### config.mk
export PLATFORM = sky130hd
export DESIGN_NAME = esr_resolver
export DESIGN_NICKNAME = d
export VERILOG_FILES = /design/src/hw/esr_pkg.sv /design/src/hw/esr_size_core.sv /design/src/hw/esr_resolver.sv
export SDC_FILE = /design/constraint.sdc
export NUM_CORES = 1
export LEC_CHECK = 0
export BUFFER_PORTS_ARGS = -buffer_cell sky130_fd_sc_hd__buf_2
export CAP_MARGIN = 20
export CORE_MARGIN = 3
export CORE_UTILIZATION = 30
export DETAILED_ROUTE_END_ITERATION = 8
export GPL_ROUTABILITY_DRIVEN = 0
export MAX_ROUTING_LAYER = met4
export PLACE_DENSITY = 0.55
export RECOVER_POWER = 25
export SKIP_CTS_REPAIR_TIMING = 1
export SYNTH_ARGS = -nofsm -noshare
export SYNTH_HDL_FRONTEND = slang
export SYNTH_SLANG_ARGS = --single-unit
export TNS_END_PERCENT = 5
### constraint.sdc
create_clock -name pclk -period 2.5 [get_ports pclk]
set_input_delay 0.125 -clock pclk [delete_from_list [all_inputs] [get_ports pclk]]
set_output_delay 0.125 -clock pclk [all_outputs]
set_load 0.05 [all_outputs]
### src/hw/esr_pkg.sv
package esr_pkg;

	localparam int ESR_PFX_SLOTS = 4;
	localparam int ESR_EXT_W = 4;
	localparam int ESR_WIDE_BIT = 3;
	localparam int ESR_DISP_W = 32;
	localparam int ESR_ADDR_W = 64;
	localparam int ESR_APB_AW = 8;

	localparam logic [7:0] ESR_PFX_OPSIZE = 8'h66;
	localparam logic [7:0] ESR_PFX_ADDRSIZE = 8'h67;
	localparam logic [7:0] ESR_PFX_REPNE = 8'hF2;
	localparam logic [7:0] ESR_PFX_REP = 8'hF3;

	localparam logic [ESR_APB_AW-1:0] ESR_CTRL_OFF = 8'h00;
	localparam logic [ESR_APB_AW-1:0] ESR_STATUS_OFF = 8'h04;
	localparam logic [ESR_APB_AW-1:0] ESR_COUNT_OFF = 8'h08;
	localparam logic [ESR_APB_AW-1:0] ESR_WIDE_OFF = 8'h0C;
	localparam logic [ESR_APB_AW-1:0] ESR_EA_LO_OFF = 8'h10;
	localparam logic [ESR_APB_AW-1:0] ESR_EA_HI_OFF = 8'h14;

	localparam int ESR_CTRL_ENABLE_BIT = 0;
	localparam int ESR_CTRL_CLEAR_BIT = 1;
	localparam logic [31:0] ESR_CTRL_RESET = 32'h0000_0001;
	localparam int ESR_ST_OP_LSB = 0;
	localparam int ESR_ST_ADDR_LSB = 2;
	localparam int ESR_ST_MODE_LSB = 4;
	localparam int ESR_ST_DROP_BIT = 8;
	localparam int ESR_ST_WIDE_BIT = 9;

	typedef enum logic [2:0] {
		ESR_MODE_REAL = 3'h0,
		ESR_MODE_V86 = 3'h1,
		ESR_MODE_SYS_MANAGE = 3'h2,
		ESR_MODE_PROT = 3'h3,
		ESR_MODE_COMPAT = 3'h4,
		ESR_MODE_LONG64 = 3'h5
	} esr_mode_type;

	typedef enum logic [1:0] {
		ESR_SZ8 = 2'h0,
		ESR_SZ16 = 2'h1,
		ESR_SZ32 = 2'h2,
		ESR_SZ64 = 2'h3
	} esr_size_type;

	typedef struct packed {
		esr_mode_type mode;
		logic segment_size_select;
		logic [ESR_PFX_SLOTS-1:0][7:0] prefix_bytes;
		logic [ESR_PFX_SLOTS-1:0] prefix_present;
		logic ext_present;
		logic [ESR_EXT_W-1:0] register_extension_prefix;
		logic byte_operand;
		logic ip_relative;
		logic [ESR_DISP_W-1:0] disp;
		logic [ESR_ADDR_W-1:0] base_offset;
		logic [ESR_ADDR_W-1:0] next_instr_pointer;
	} esr_req_type;

	typedef struct packed {
		esr_size_type op_size;
		esr_size_type addr_size;
		logic wide_operand;
		logic simd_mandatory;
		logic [ESR_ADDR_W-1:0] eff_addr;
	} esr_res_type;

endpackage

### src/hw/esr_size_core.sv
`timescale 1ns/100ps
`default_nettype none
module esr_size_core (
	input wire esr_pkg::esr_req_type req,
	output esr_pkg::esr_size_type op_size,
	output esr_pkg::esr_size_type addr_size,
	output logic wide_operand,
	output logic simd_mandatory
);
	import esr_pkg::*;

	// a repeated prefix is only seen once, so it never toggles back
	function automatic logic has_prefix(input esr_req_type r,
		input logic [7:0] code);
		logic hit;
		hit = 1'b0;
		for (int i = 0; i < ESR_PFX_SLOTS; i++) begin
			if (r.prefix_present[i] && r.prefix_bytes[i] == code) begin
				hit = 1'b1;
			end
		end
		return hit;
	endfunction

	logic pfx_op;
	logic pfx_addr;
	logic simd_ext;
	logic op_toggle;
	logic def_wide;

	always_comb begin
		pfx_op = has_prefix(req, ESR_PFX_OPSIZE);
		pfx_addr = has_prefix(req, ESR_PFX_ADDRSIZE);
		// F2/F3 mark a packed op whose 66 is an opcode extension
		simd_ext = has_prefix(req, ESR_PFX_REPNE) |
			has_prefix(req, ESR_PFX_REP);
		simd_mandatory = simd_ext & pfx_op;
		op_toggle = pfx_op & ~simd_ext;
		wide_operand = req.ext_present &
			req.register_extension_prefix[ESR_WIDE_BIT];
		def_wide = 1'b0;
		op_size = ESR_SZ32;
		addr_size = ESR_SZ32;
		case (req.mode)
			ESR_MODE_LONG64: begin
				addr_size = pfx_addr ? ESR_SZ32 : ESR_SZ64;
				if (wide_operand) begin
					op_size = ESR_SZ64;
				end else if (op_toggle) begin
					op_size = ESR_SZ16;
				end else begin
					op_size = ESR_SZ32;
				end
			end
			ESR_MODE_PROT, ESR_MODE_COMPAT: begin
				def_wide = req.segment_size_select;
				op_size = (def_wide ^ op_toggle) ? ESR_SZ32 : ESR_SZ16;
				addr_size = (def_wide ^ pfx_addr) ? ESR_SZ32 : ESR_SZ16;
			end
			default: begin
				def_wide = 1'b0;
				op_size = op_toggle ? ESR_SZ32 : ESR_SZ16;
				addr_size = pfx_addr ? ESR_SZ32 : ESR_SZ16;
			end
		endcase
		if (req.byte_operand) begin
			op_size = ESR_SZ8;
		end
	end

endmodule
`default_nettype wire

### src/hw/esr_resolver.sv
`timescale 1ns/100ps
`default_nettype none
module esr_resolver #(
	parameter int COUNT_W = 32
) (
	input wire logic pclk,
	input wire logic presetn,
	input wire logic psel,
	input wire logic penable,
	input wire logic pwrite,
	input wire logic [esr_pkg::ESR_APB_AW-1:0] paddr,
	input wire logic [31:0] pwdata,
	output logic [31:0] prdata,
	output logic pready,
	output logic pslverr,
	input wire logic req_valid,
	input wire esr_pkg::esr_req_type req,
	output logic res_valid,
	output esr_pkg::esr_res_type res
);
	import esr_pkg::*;

	function automatic logic [ESR_ADDR_W-1:0] trim_addr(
		input logic [ESR_ADDR_W-1:0] a,
		input esr_size_type sz);
		logic [ESR_ADDR_W-1:0] t;
		t = a;
		case (sz)
			ESR_SZ16: begin
				t = {48'h0, a[15:0]};
			end
			ESR_SZ32: begin
				t = {32'h0, a[31:0]};
			end
			default: begin
				t = a;
			end
		endcase
		return t;
	endfunction

	function automatic logic [ESR_ADDR_W-1:0] sext_disp(
		input logic [ESR_DISP_W-1:0] d,
		input esr_size_type sz);
		logic [ESR_ADDR_W-1:0] e;
		e = {{(ESR_ADDR_W-ESR_DISP_W){d[ESR_DISP_W-1]}}, d};
		if (sz == ESR_SZ16) begin
			e = {{48{d[15]}}, d[15:0]};
		end
		return e;
	endfunction

	function automatic logic addr_hit(
		input logic [ESR_APB_AW-1:0] a);
		logic h;
		h = 1'b0;
		case (a)
			ESR_CTRL_OFF, ESR_STATUS_OFF, ESR_COUNT_OFF,
			ESR_WIDE_OFF, ESR_EA_LO_OFF, ESR_EA_HI_OFF: begin
				h = 1'b1;
			end
			default: begin
				h = 1'b0;
			end
		endcase
		return h;
	endfunction

	esr_size_type core_op;
	esr_size_type core_addr;
	logic core_wide;
	logic core_simd;

	esr_size_core u_core (
		.req(req),
		.op_size(core_op),
		.addr_size(core_addr),
		.wide_operand(core_wide),
		.simd_mandatory(core_simd)
	);

	logic [31:0] ctrl_reg;
	logic [31:0] status_reg;
	logic [31:0] status_next;
	logic [COUNT_W-1:0] count_reg;
	logic [COUNT_W-1:0] wide_count_reg;
	logic [ESR_ADDR_W-1:0] last_ea_reg;
	logic res_valid_reg;
	esr_res_type res_reg;
	logic [31:0] prdata_reg;
	logic pready_reg;
	logic pslverr_reg;

	logic enable;
	logic take;
	logic drop;
	logic setup_phase;
	logic wr_commit;
	logic status_w1c;
	logic count_clear;
	logic [ESR_ADDR_W-1:0] base_sel;
	logic [ESR_ADDR_W-1:0] ea_next;
	logic [31:0] read_mux;

	assign enable = ctrl_reg[ESR_CTRL_ENABLE_BIT];
	assign take = req_valid & enable;
	assign drop = req_valid & ~enable;
	assign setup_phase = psel & ~penable;
	assign wr_commit = psel & penable & pready_reg & pwrite;
	assign status_w1c = wr_commit & (paddr == ESR_STATUS_OFF);
	assign count_clear = ctrl_reg[ESR_CTRL_CLEAR_BIT];

	// address generation; result width follows the address attribute
	always_comb begin
		if (req.mode == ESR_MODE_LONG64 && req.ip_relative) begin
			base_sel = req.next_instr_pointer;
		end else begin
			base_sel = trim_addr(req.base_offset, core_addr);
		end
		ea_next = trim_addr(base_sel + sext_disp(req.disp, core_addr),
			core_addr);
	end

	// each request is resolved alone; nothing of a prefix is kept
	always_ff @(posedge pclk or negedge presetn) begin
		if (!presetn) begin
			res_valid_reg <= 1'b0;
		end else begin
			res_valid_reg <= take;
		end
	end

	always_ff @(posedge pclk or negedge presetn) begin
		if (!presetn) begin
			res_reg <= '0;
		end else if (take) begin
			res_reg.op_size <= core_op;
			res_reg.addr_size <= core_addr;
			res_reg.wide_operand <= core_wide;
			res_reg.simd_mandatory <= core_simd;
			res_reg.eff_addr <= ea_next;
		end
	end

	// clear bit is a one-shot: it drops itself the cycle after
	always_ff @(posedge pclk or negedge presetn) begin
		if (!presetn) begin
			ctrl_reg <= ESR_CTRL_RESET;
		end else if (wr_commit && paddr == ESR_CTRL_OFF) begin
			ctrl_reg <= {30'h0, pwdata[ESR_CTRL_CLEAR_BIT],
				pwdata[ESR_CTRL_ENABLE_BIT]};
		end else begin
			ctrl_reg[ESR_CTRL_CLEAR_BIT] <= 1'b0;
		end
	end

	always_comb begin
		status_next = status_reg;
		if (take) begin
			status_next[ESR_ST_OP_LSB +: 2] = core_op;
			status_next[ESR_ST_ADDR_LSB +: 2] = core_addr;
			status_next[ESR_ST_MODE_LSB +: 3] = req.mode;
			status_next[ESR_ST_WIDE_BIT] = core_wide;
		end
		if (status_w1c && pwdata[ESR_ST_DROP_BIT]) begin
			status_next[ESR_ST_DROP_BIT] = 1'b0;
		end
		// a drop in the clearing cycle still shows
		if (drop) begin
			status_next[ESR_ST_DROP_BIT] = 1'b1;
		end
	end

	always_ff @(posedge pclk or negedge presetn) begin
		if (!presetn) begin
			status_reg <= 32'h0;
		end else begin
			status_reg <= status_next;
		end
	end

	// counters wrap; software reads differences
	always_ff @(posedge pclk or negedge presetn) begin
		if (!presetn) begin
			count_reg <= '0;
		end else if (count_clear) begin
			count_reg <= '0;
		end else if (take) begin
			count_reg <= count_reg + 1'b1;
		end
	end

	always_ff @(posedge pclk or negedge presetn) begin
		if (!presetn) begin
			wide_count_reg <= '0;
		end else if (count_clear) begin
			wide_count_reg <= '0;
		end else if (take && core_op == ESR_SZ64) begin
			wide_count_reg <= wide_count_reg + 1'b1;
		end
	end

	always_ff @(posedge pclk or negedge presetn) begin
		if (!presetn) begin
			last_ea_reg <= '0;
		end else if (take) begin
			last_ea_reg <= ea_next;
		end
	end

	always_comb begin
		read_mux = 32'h0;
		case (paddr)
			ESR_CTRL_OFF: begin
				read_mux = ctrl_reg;
			end
			ESR_STATUS_OFF: begin
				read_mux = status_reg;
			end
			ESR_COUNT_OFF: begin
				read_mux = 32'(count_reg);
			end
			ESR_WIDE_OFF: begin
				read_mux = 32'(wide_count_reg);
			end
			ESR_EA_LO_OFF: begin
				read_mux = last_ea_reg[31:0];
			end
			ESR_EA_HI_OFF: begin
				read_mux = last_ea_reg[63:32];
			end
			default: begin
				read_mux = 32'h0;
			end
		endcase
	end

	// ready raised from the setup edge so it stays a flop output
	always_ff @(posedge pclk or negedge presetn) begin
		if (!presetn) begin
			pready_reg <= 1'b0;
		end else begin
			pready_reg <= setup_phase & ~pready_reg;
		end
	end

	// read data is captured at the setup edge, one cycle early
	always_ff @(posedge pclk or negedge presetn) begin
		if (!presetn) begin
			prdata_reg <= 32'h0;
		end else if (setup_phase && !pwrite) begin
			prdata_reg <= read_mux;
		end else if (!psel) begin
			prdata_reg <= 32'h0;
		end
	end

	always_ff @(posedge pclk or negedge presetn) begin
		if (!presetn) begin
			pslverr_reg <= 1'b0;
		end else if (setup_phase) begin
			pslverr_reg <= ~addr_hit(paddr);
		end else if (pready_reg) begin
			pslverr_reg <= 1'b0;
		end
	end

	assign prdata = prdata_reg;
	assign pready = pready_reg;
	assign pslverr = pslverr_reg;
	assign res_valid = res_valid_reg;
	assign res = res_reg;

endmodule
`default_nettype wire

==> results of run 1 <==
routing by layer:
metal | vias to the layer above | GRT usage [%] | part of all wire, %
li1 | 7045 | - | -
met1 | 6878 | 29.37 | 45
met2 | 424 | 34.57 | 47
met3 | 60 | 2.858 | 5.4
met4 | 0 | 4.472 | 2.2
met5 | - | - | 0
tightest hold or removal path, cell delays in order:
cell     delay, ps
buf_2           90
nand2_1         90
o21ai_0         80
stage by stage:
step | total power [mW] | utilization (%) | cell area [µm²] | std cells
6_report | 9.249 | 45.00 | 19470 | 2829
3_5_place_dp | 6.136 | 41.24 | 17840 | 2769
5_1_grt | 9.728 | 45.00 | 19470 | 2829
4_1_cts | 8.842 | 42.60 | 18430 | 2801
3_3_place_gp | 6.116 | 41.24 | 17840 | 2769
2_1_floorplan | 4.523 | - | 13330 | 1636
power breakdown:
group	total [mW]	leakage, nW	switching, mW	internal (mW)
Sequential	2.88	2.42	0.0315	2.85
Clock	2.69	0.293	1.25	1.44
Combinational	3.67	6.86	1.90	1.77
Total	9.25	9.58	3.18	6.07
cells in the final DEF (no fill, tap or decap), types with 9 or more instances in the layout:
master,netlist,layout
buf_2,2,324
buf_4,5,309
nand2_1,285,270
dfrtp_1,174,173
o21ai_0,167,124
nor2_1,112,107
a21oi_1,116,80
a21o_1,57,57
xnor2_1,68,57
inv_1,57,56
ha_1,67,53
xor2_1,47,43
o21ai_1,10,39
nand3_1,40,37
a21oi_2,1,32
nand4_1,31,31
a222oi_1,23,23
and3_1,22,22
a22o_1,19,19
nor3_2,15,19
mux2_2,18,18
o21bai_1,19,18
clkbuf_16,0,18
buf_12,0,17
nor3_1,22,16
nand2_2,0,14
nor2b_1,14,13
o21ai_2,0,11
o211ai_1,11,11
xnor2_2,0,10
or3_1,12,10
mux2i_1,10,10
a221oi_1,12,9
buf_6,3,9
kinds of logic (layout without fill, tap and decap cells):
family / Yosys count / count (layout)
multiplexers: 28 / 28
XOR/XNOR: 115 / 115
buffers and inverters: 153 / 759
adder cells (fa/ha/maj): 68 / 68
flip-flops: 175 / 175
AND/OR/NAND/NOR: 607 / 609
AO/OA/AOI/OAI: 490 / 490
how the worst max path moves through the flow:
stage              from               to  slack [ps]  cells past startpoint
4_1_cts        req[182]  last_ea_reg[48]       -1730                     22
3_5_place_dp   req[182]  last_ea_reg[52]       -2160                     22
6_report       req[182]  last_ea_reg[58]       -1260                     20
2_1_floorplan  req[182]  last_ea_reg[58]       -1590                     24
3_3_place_gp   req[182]  last_ea_reg[52]       -2110                     21
5_1_grt        req[182]  last_ea_reg[58]       -1440                     22
area by class of cell:
class | count | area [µm²]
clock buffer | 18 | 439.2
sequential | 175 | 4382
tap | 585 | 732.0
multi-input combinational | 1310 | 9056
inverter | 58 | 217.7
fill | 4192 | 23800
timing repair buffer | 669 | 4496
clock inverter | 14 | 148.9
==> flow_summary.json, run 1 <==
{
  "largest_reg_flops": 64,
  "synthCells": 1636,
  "area_growth_pct": 47.66,
  "die_area_mm2": 0.04651,
  "cp.arrival_ps": 4090,
  "syn_avg_cell_area_um2": 8.060,
  "synth_compound_area_share_pct": 23.49,
  "syn_area_mm2": 0.01319,
  "rsz0062_at_grt": "true",
  "fp.dieH_um": 215.7,
  "io_pins": 358,
  "post-route-min-period_ps": 3759,
  "muxShareOfSynthArea_pct": 2.296,
  "synth_top_area_cell": "dfrtp_1",
  "synthTopCellsByCount": "nand2_1 (285), dfrtp_1 (174), o21ai_0 (167)",
  "diodes": 0,
  "peakVddDrop_uv": 458.8,
  "synth_fa_ha_area_share_pct": 6.509,
  "grt_pass1_wl_um": 77770,
  "crit_path_max_fanout": 8,
  "synth_top_family_by_area": "compound AO/OA/AOI/OAI gates",
  "timing.final.crit_share_pct": 150.4,
  "crit_required_ps": 2830,
  "cts_root_buf": "clkbuf_16",
  "die_w_um": 215.7,
  "cpPeakStageDelay_ps": 390,
  "row_count": 76,
  "drc": 0,
  "fin_ws_ps": -1259,
  "cp-start-kind": "input port",
  "start_util_pct": 30.48,
  "max_freq_ghz": 0.2660,
  "ctsHtreeMaxLevel": 4,
  "skew_ps": 10.04,
  "cts_inserted_buffers": 17,
  "antenna_found_initial": 0,
  "drt_wl_total_um": 51460,
  "grt_pass1_vias": 13850,
  "p_leak_nw": 9.580,
  "cts_buffer_depth": 2,
  "tightest_slew_ps": 1694,
  "r2r-end": "count_reg[30]",
  "clock_latency_ps": 440,
  "final.setup.tns_ps": -46940,
  "maxSlewHeadroom_pct": -12.91,
  "yosysTopAreaCellShare_pct": 33.02,
  "via_per_inst": 5.093,
  "final_hold_viol_count": 2,
  "nets": 2552,
  "crit_path_end_kind": "flop",
  "synth_seq_cells": 175,
  "dpl.hpwl_um": 41340,
  "drt-initial-drc-count": 887,
  "slowest_stage": "nor4_2",
  "path_class": "in -> reg",
  "synth_xor_area_share_pct": 7.638,
  "path_clk_slew_ps": 70,
  "ys_seq_area_share_pct": 33.22,
  "hold_end": "res[65]",
  "min_from": "req[165]",
  "status": "finished, violations left",
  "min_path_cells": 3,
  "port_buffers": 325,
  "worstPathCellList": "buf_2 -> and4b_1 -> nand4_2 -> o2111ai_2 -> xnor2_2 -> buf_4 -> ha_4 -> or2_4 -> nand2_2 -> o21ai_1 -> ha_1 -> buf_4 -> nand4_1 -> nor4_2 -> nand2_2 -> o221a_4 -> o21ai_4 -> o2111ai_2 -> a21o_1 -> a32o_2",
  "crit_family": "simple AND/OR/NAND/NOR gates",
  "ff2ff_setup_slack_ps": 190,
  "cts.sinks": 175,
  "ff2ff_path_depth": 9,
  "grt_overflow": 0,
  "synthArstFlopShare_pct": 100.0,
  "num_vias": 14407,
  "ant_nets": 0,
  "path_buf_inv": 3,
  "holdWs_ps": -10.77,
  "synth_nets": 1957,
  "yosysMostFrequentCell": "nand2_1",
  "synthSimpleGateAreaFrac_pct": 22.16,
  "violations": "hold timing, capacitance limit, slew limit, setup timing",
  "drive_gt1_share_pct": 40.02,
  "gr-usage-all-layers_pct": 21.58,
  "synth.distinct_cells": 75,
  "synth_area_leaders": "dfrtp_1 (33%), nand2_1 (8.1%), ha_1 (6.4%)",
  "synth_edf_count": 0,
  "cts_tree": "yes",
  "reg2reg_from": "ctrl_reg[0]",
  "post-place-ws_ps": -2163,
  "setup_viol": 55,
  "yosysWarnings": 0,
  "p_per_area_mw_per_mm2": 475.0,
  "drt_first_pass_iters": 7,
  "core_region_area_mm2": 0.04327,
  "hp-class": "in -> reg",
  "grt_max_degree": 61,
  "wl_per_cell_um": 18.19,
  "ys.flop_type": "dfrtp_1",
  "drv_cap": 1,
  "maxSlewViolCount": 60
}
No activity file was read; power rests on OpenSTA's default activity.
==> run 2, diff against run 1 <==
- SETUP_SLACK_MARGIN: default -> 0.15
==> run 2 against run 1 <==
  * The run still ends with hold timing, capacitance limit, slew limit, setup timing left
  * Final area grew 0.37%
  * Register-to-register slack is essentially flat
  * Largest power group unchanged
  * Sequential share of layout area shrank 0.083 points
  * Clock skew grew 1.3 ps
  * Core utilization grew 0.17 points
  * Final cell count is the same
  * Routed wire length grew 0.37%
  * Setup slack lost 4.2 ps
  * Clock-buffer cell count is the same
  * Combinational power is essentially flat
  * Largest cell class unchanged
  * First-iteration DRC count grew 9.1%
  * Via count grew 0.12%
==> flow_summary.json, run 2 (synthesized netlist as in run 1, its figures left out) <==
{
  "rsz0062_at_grt": "true",
  "peakVddDrop_uv": 456.3,
  "wl_per_cell_um": 18.26,
  "grt_pass1_vias": 13850,
  "area_growth_pct": 48.21,
  "setup_viol": 55,
  "drt_wl_total_um": 51660,
  "power.share.sequential_pct": 31.2,
  "fin_ws_ps": -1264,
  "p_leak_nw": 9.671,
  "die_w_um": 215.7,
  "nFillCells": 4186,
  "skew_ps": 11.34,
  "cp.arrival_ps": 4090,
  "row_count": 76,
  "cts_buffer_depth": 2,
  "post-route-min-period_ps": 3764,
  "p_comb_share_pct": 39.7,
  "ant_nets": 0,
  "cts_tree": "yes",
  "dpl.hpwl_um": 41340,
  "gr-usage-all-layers_pct": 21.58,
  "sw_frac_of_total_pct": 34.42,
  "maxSlewHeadroom_pct": -12.02,
  "cts.sinks": 175,
  "multi_input_area_mm2": 0.009121,
  "power_switching_mw": 3.185,
  "io_pins": 358,
  "cts_inserted_buffers": 17,
  "crit_required_ps": 2830,
  "maxSlewViolCount": 60,
  "drv_cap": 1,
  "max_freq_ghz": 0.2657,
  "p_clk_share_pct": 29.1,
  "tightest_slew_ps": 1680,
  "antenna_found_initial": 0,
  "violations": "hold timing, capacitance limit, slew limit, setup timing",
  "fp.dieH_um": 215.7,
  "crit_path_end_kind": "flop",
  "die_area_mm2": 0.04651,
  "cp-start-kind": "input port",
  "holdWs_ps": -7.507,
  "path_clk_slew_ps": 70,
  "largest_reg_flops": 64,
  "drive_gt1_share_pct": 40.29,
  "drc": 0,
  "mostFrequentLayoutCell": "buf_2",
  "grt_overflow": 0,
  "hp-class": "in -> reg",
  "design_area_mm2": 0.01954,
  "grt_pass1_wl_um": 77770,
  "nets": 2552,
  "ctsHtreeMaxLevel": 4,
  "num_vias": 14425,
  "path_class": "in -> reg",
  "p_int_mw": 6.068,
  "drt_first_pass_iters": 7,
  "final_util_pct": 45.17,
  "grt_max_degree": 61,
  "diodes": 0,
  "layout_common_cells": "buf_2 (324), buf_4 (307), nand2_1 (270)",
  "via_per_inst": 5.099,
  "p_per_area_mw_per_mm2": 473.4,
  "port_buffers": 325,
  "crit_path_max_fanout": 8,
  "core_region_area_mm2": 0.04327,
  "final_hold_viol_count": 2,
  "timing.final.crit_share_pct": 150.5,
  "status": "finished, violations left",
  "placed_cell_area_mm2": 0.01784,
  "clock_latency_ps": 430,
  "seqCellArea_mm2": 0.004382,
  "start_util_pct": 30.48,
  "cts_root_buf": "clkbuf_16",
  "drt-initial-drc-count": 968
}
## run 2: changes by cell type in the layout (fill, tap and decap cells not counted), sizes merged
| cell | before | now |
|---|---|---|
| inv | 65 | 66 |
| clkinv | 6 | 5 |
## run 2: critical path: stages
cell,delay (ps)
buf_2,90
and4b_1,270
nand4_2,120
o2111ai_2,230
xnor2_2,180
buf_4,200
ha_4,240
or2_4,290
nand2_1,80
o21ai_1,60
ha_1,340
buf_4,140
nand4_1,140
nor4_2,390
nand2_2,80
o221a_4,280
o21ai_4,210
o2111ai_2,160
a21o_1,200
a32o_2,230
## run 2: path summary, 6_finish.rpt
| kind | startpoint | slack, ps | cells past startpoint | endpoint |
|---|---|---|---|---|
| max in group asynchronous | presetn | 420 | 3 | last_ea_reg[12] |
| worst max register to register | ctrl_reg[0] | 180 | 9 | count_reg[30] |
| worst min register to register | prdata[15] | 470 | 1 | prdata[15] |
| min in group asynchronous | presetn | 650 | 2 | res_valid |
| worst max-delay path | req[182] | -1260 | 20 | last_ea_reg[58] |
| worst min-delay path | req[165] | -8 | 3 | res[65] |
## run 2: layout make-up
type | count | area share (%)
Clock buffer | 18 | 2.247
Clock inverter | 14 | 0.7618
Inverter | 58 | 1.114
Multi-Input combinational cell | 1310 | 46.67
Sequential cell | 175 | 22.42
Tap cell | 585 | 3.745
Timing Repair Buffer | 669 | 23.04
## run 2: power by group through the flow
stage,registers [mW],clock network (mW),logic [mW]
2_1_floorplan,2.99,0,1.53
3_3_place_gp,2.94,0,3.18
3_5_place_dp,2.94,0,3.20
4_1_cts,2.88,2.75,3.21
5_1_grt,2.88,2.85,3.99
6_report,2.88,2.69,3.67
## run 2: stage by stage
step | setup slack (ps) | hold WS [ps] | total power, mW | TNS [ps] | cells
floorplan | -1594 | -170.6 | 4.523 | -71930 | 1636
global placement | -2107 | 160.5 | 6.116 | -92970 | 2769
detailed placement | -2163 | 161.5 | 6.136 | -95810 | 2769
CTS | -1727 | -301.5 | 8.842 | -69740 | 2801
global route | -1440 | 8.922 | 9.730 | -56050 | 2829
finish | -1264 | -7.507 | 9.253 | -46000 | 2829
## run 2: metal layers
| metal | part of all wire [%] | track usage (%) | vias to the layer above |
|---|---|---|---|
| li1 | - | - | 7046 |
| met1 | 45 | 29.37 | 6885 |
| met5 | 0 | - | - |
| met3 | 5.5 | 2.858 | 58 |
| met2 | 47 | 34.57 | 436 |
| met4 | 2.1 | 4.472 | 0 |
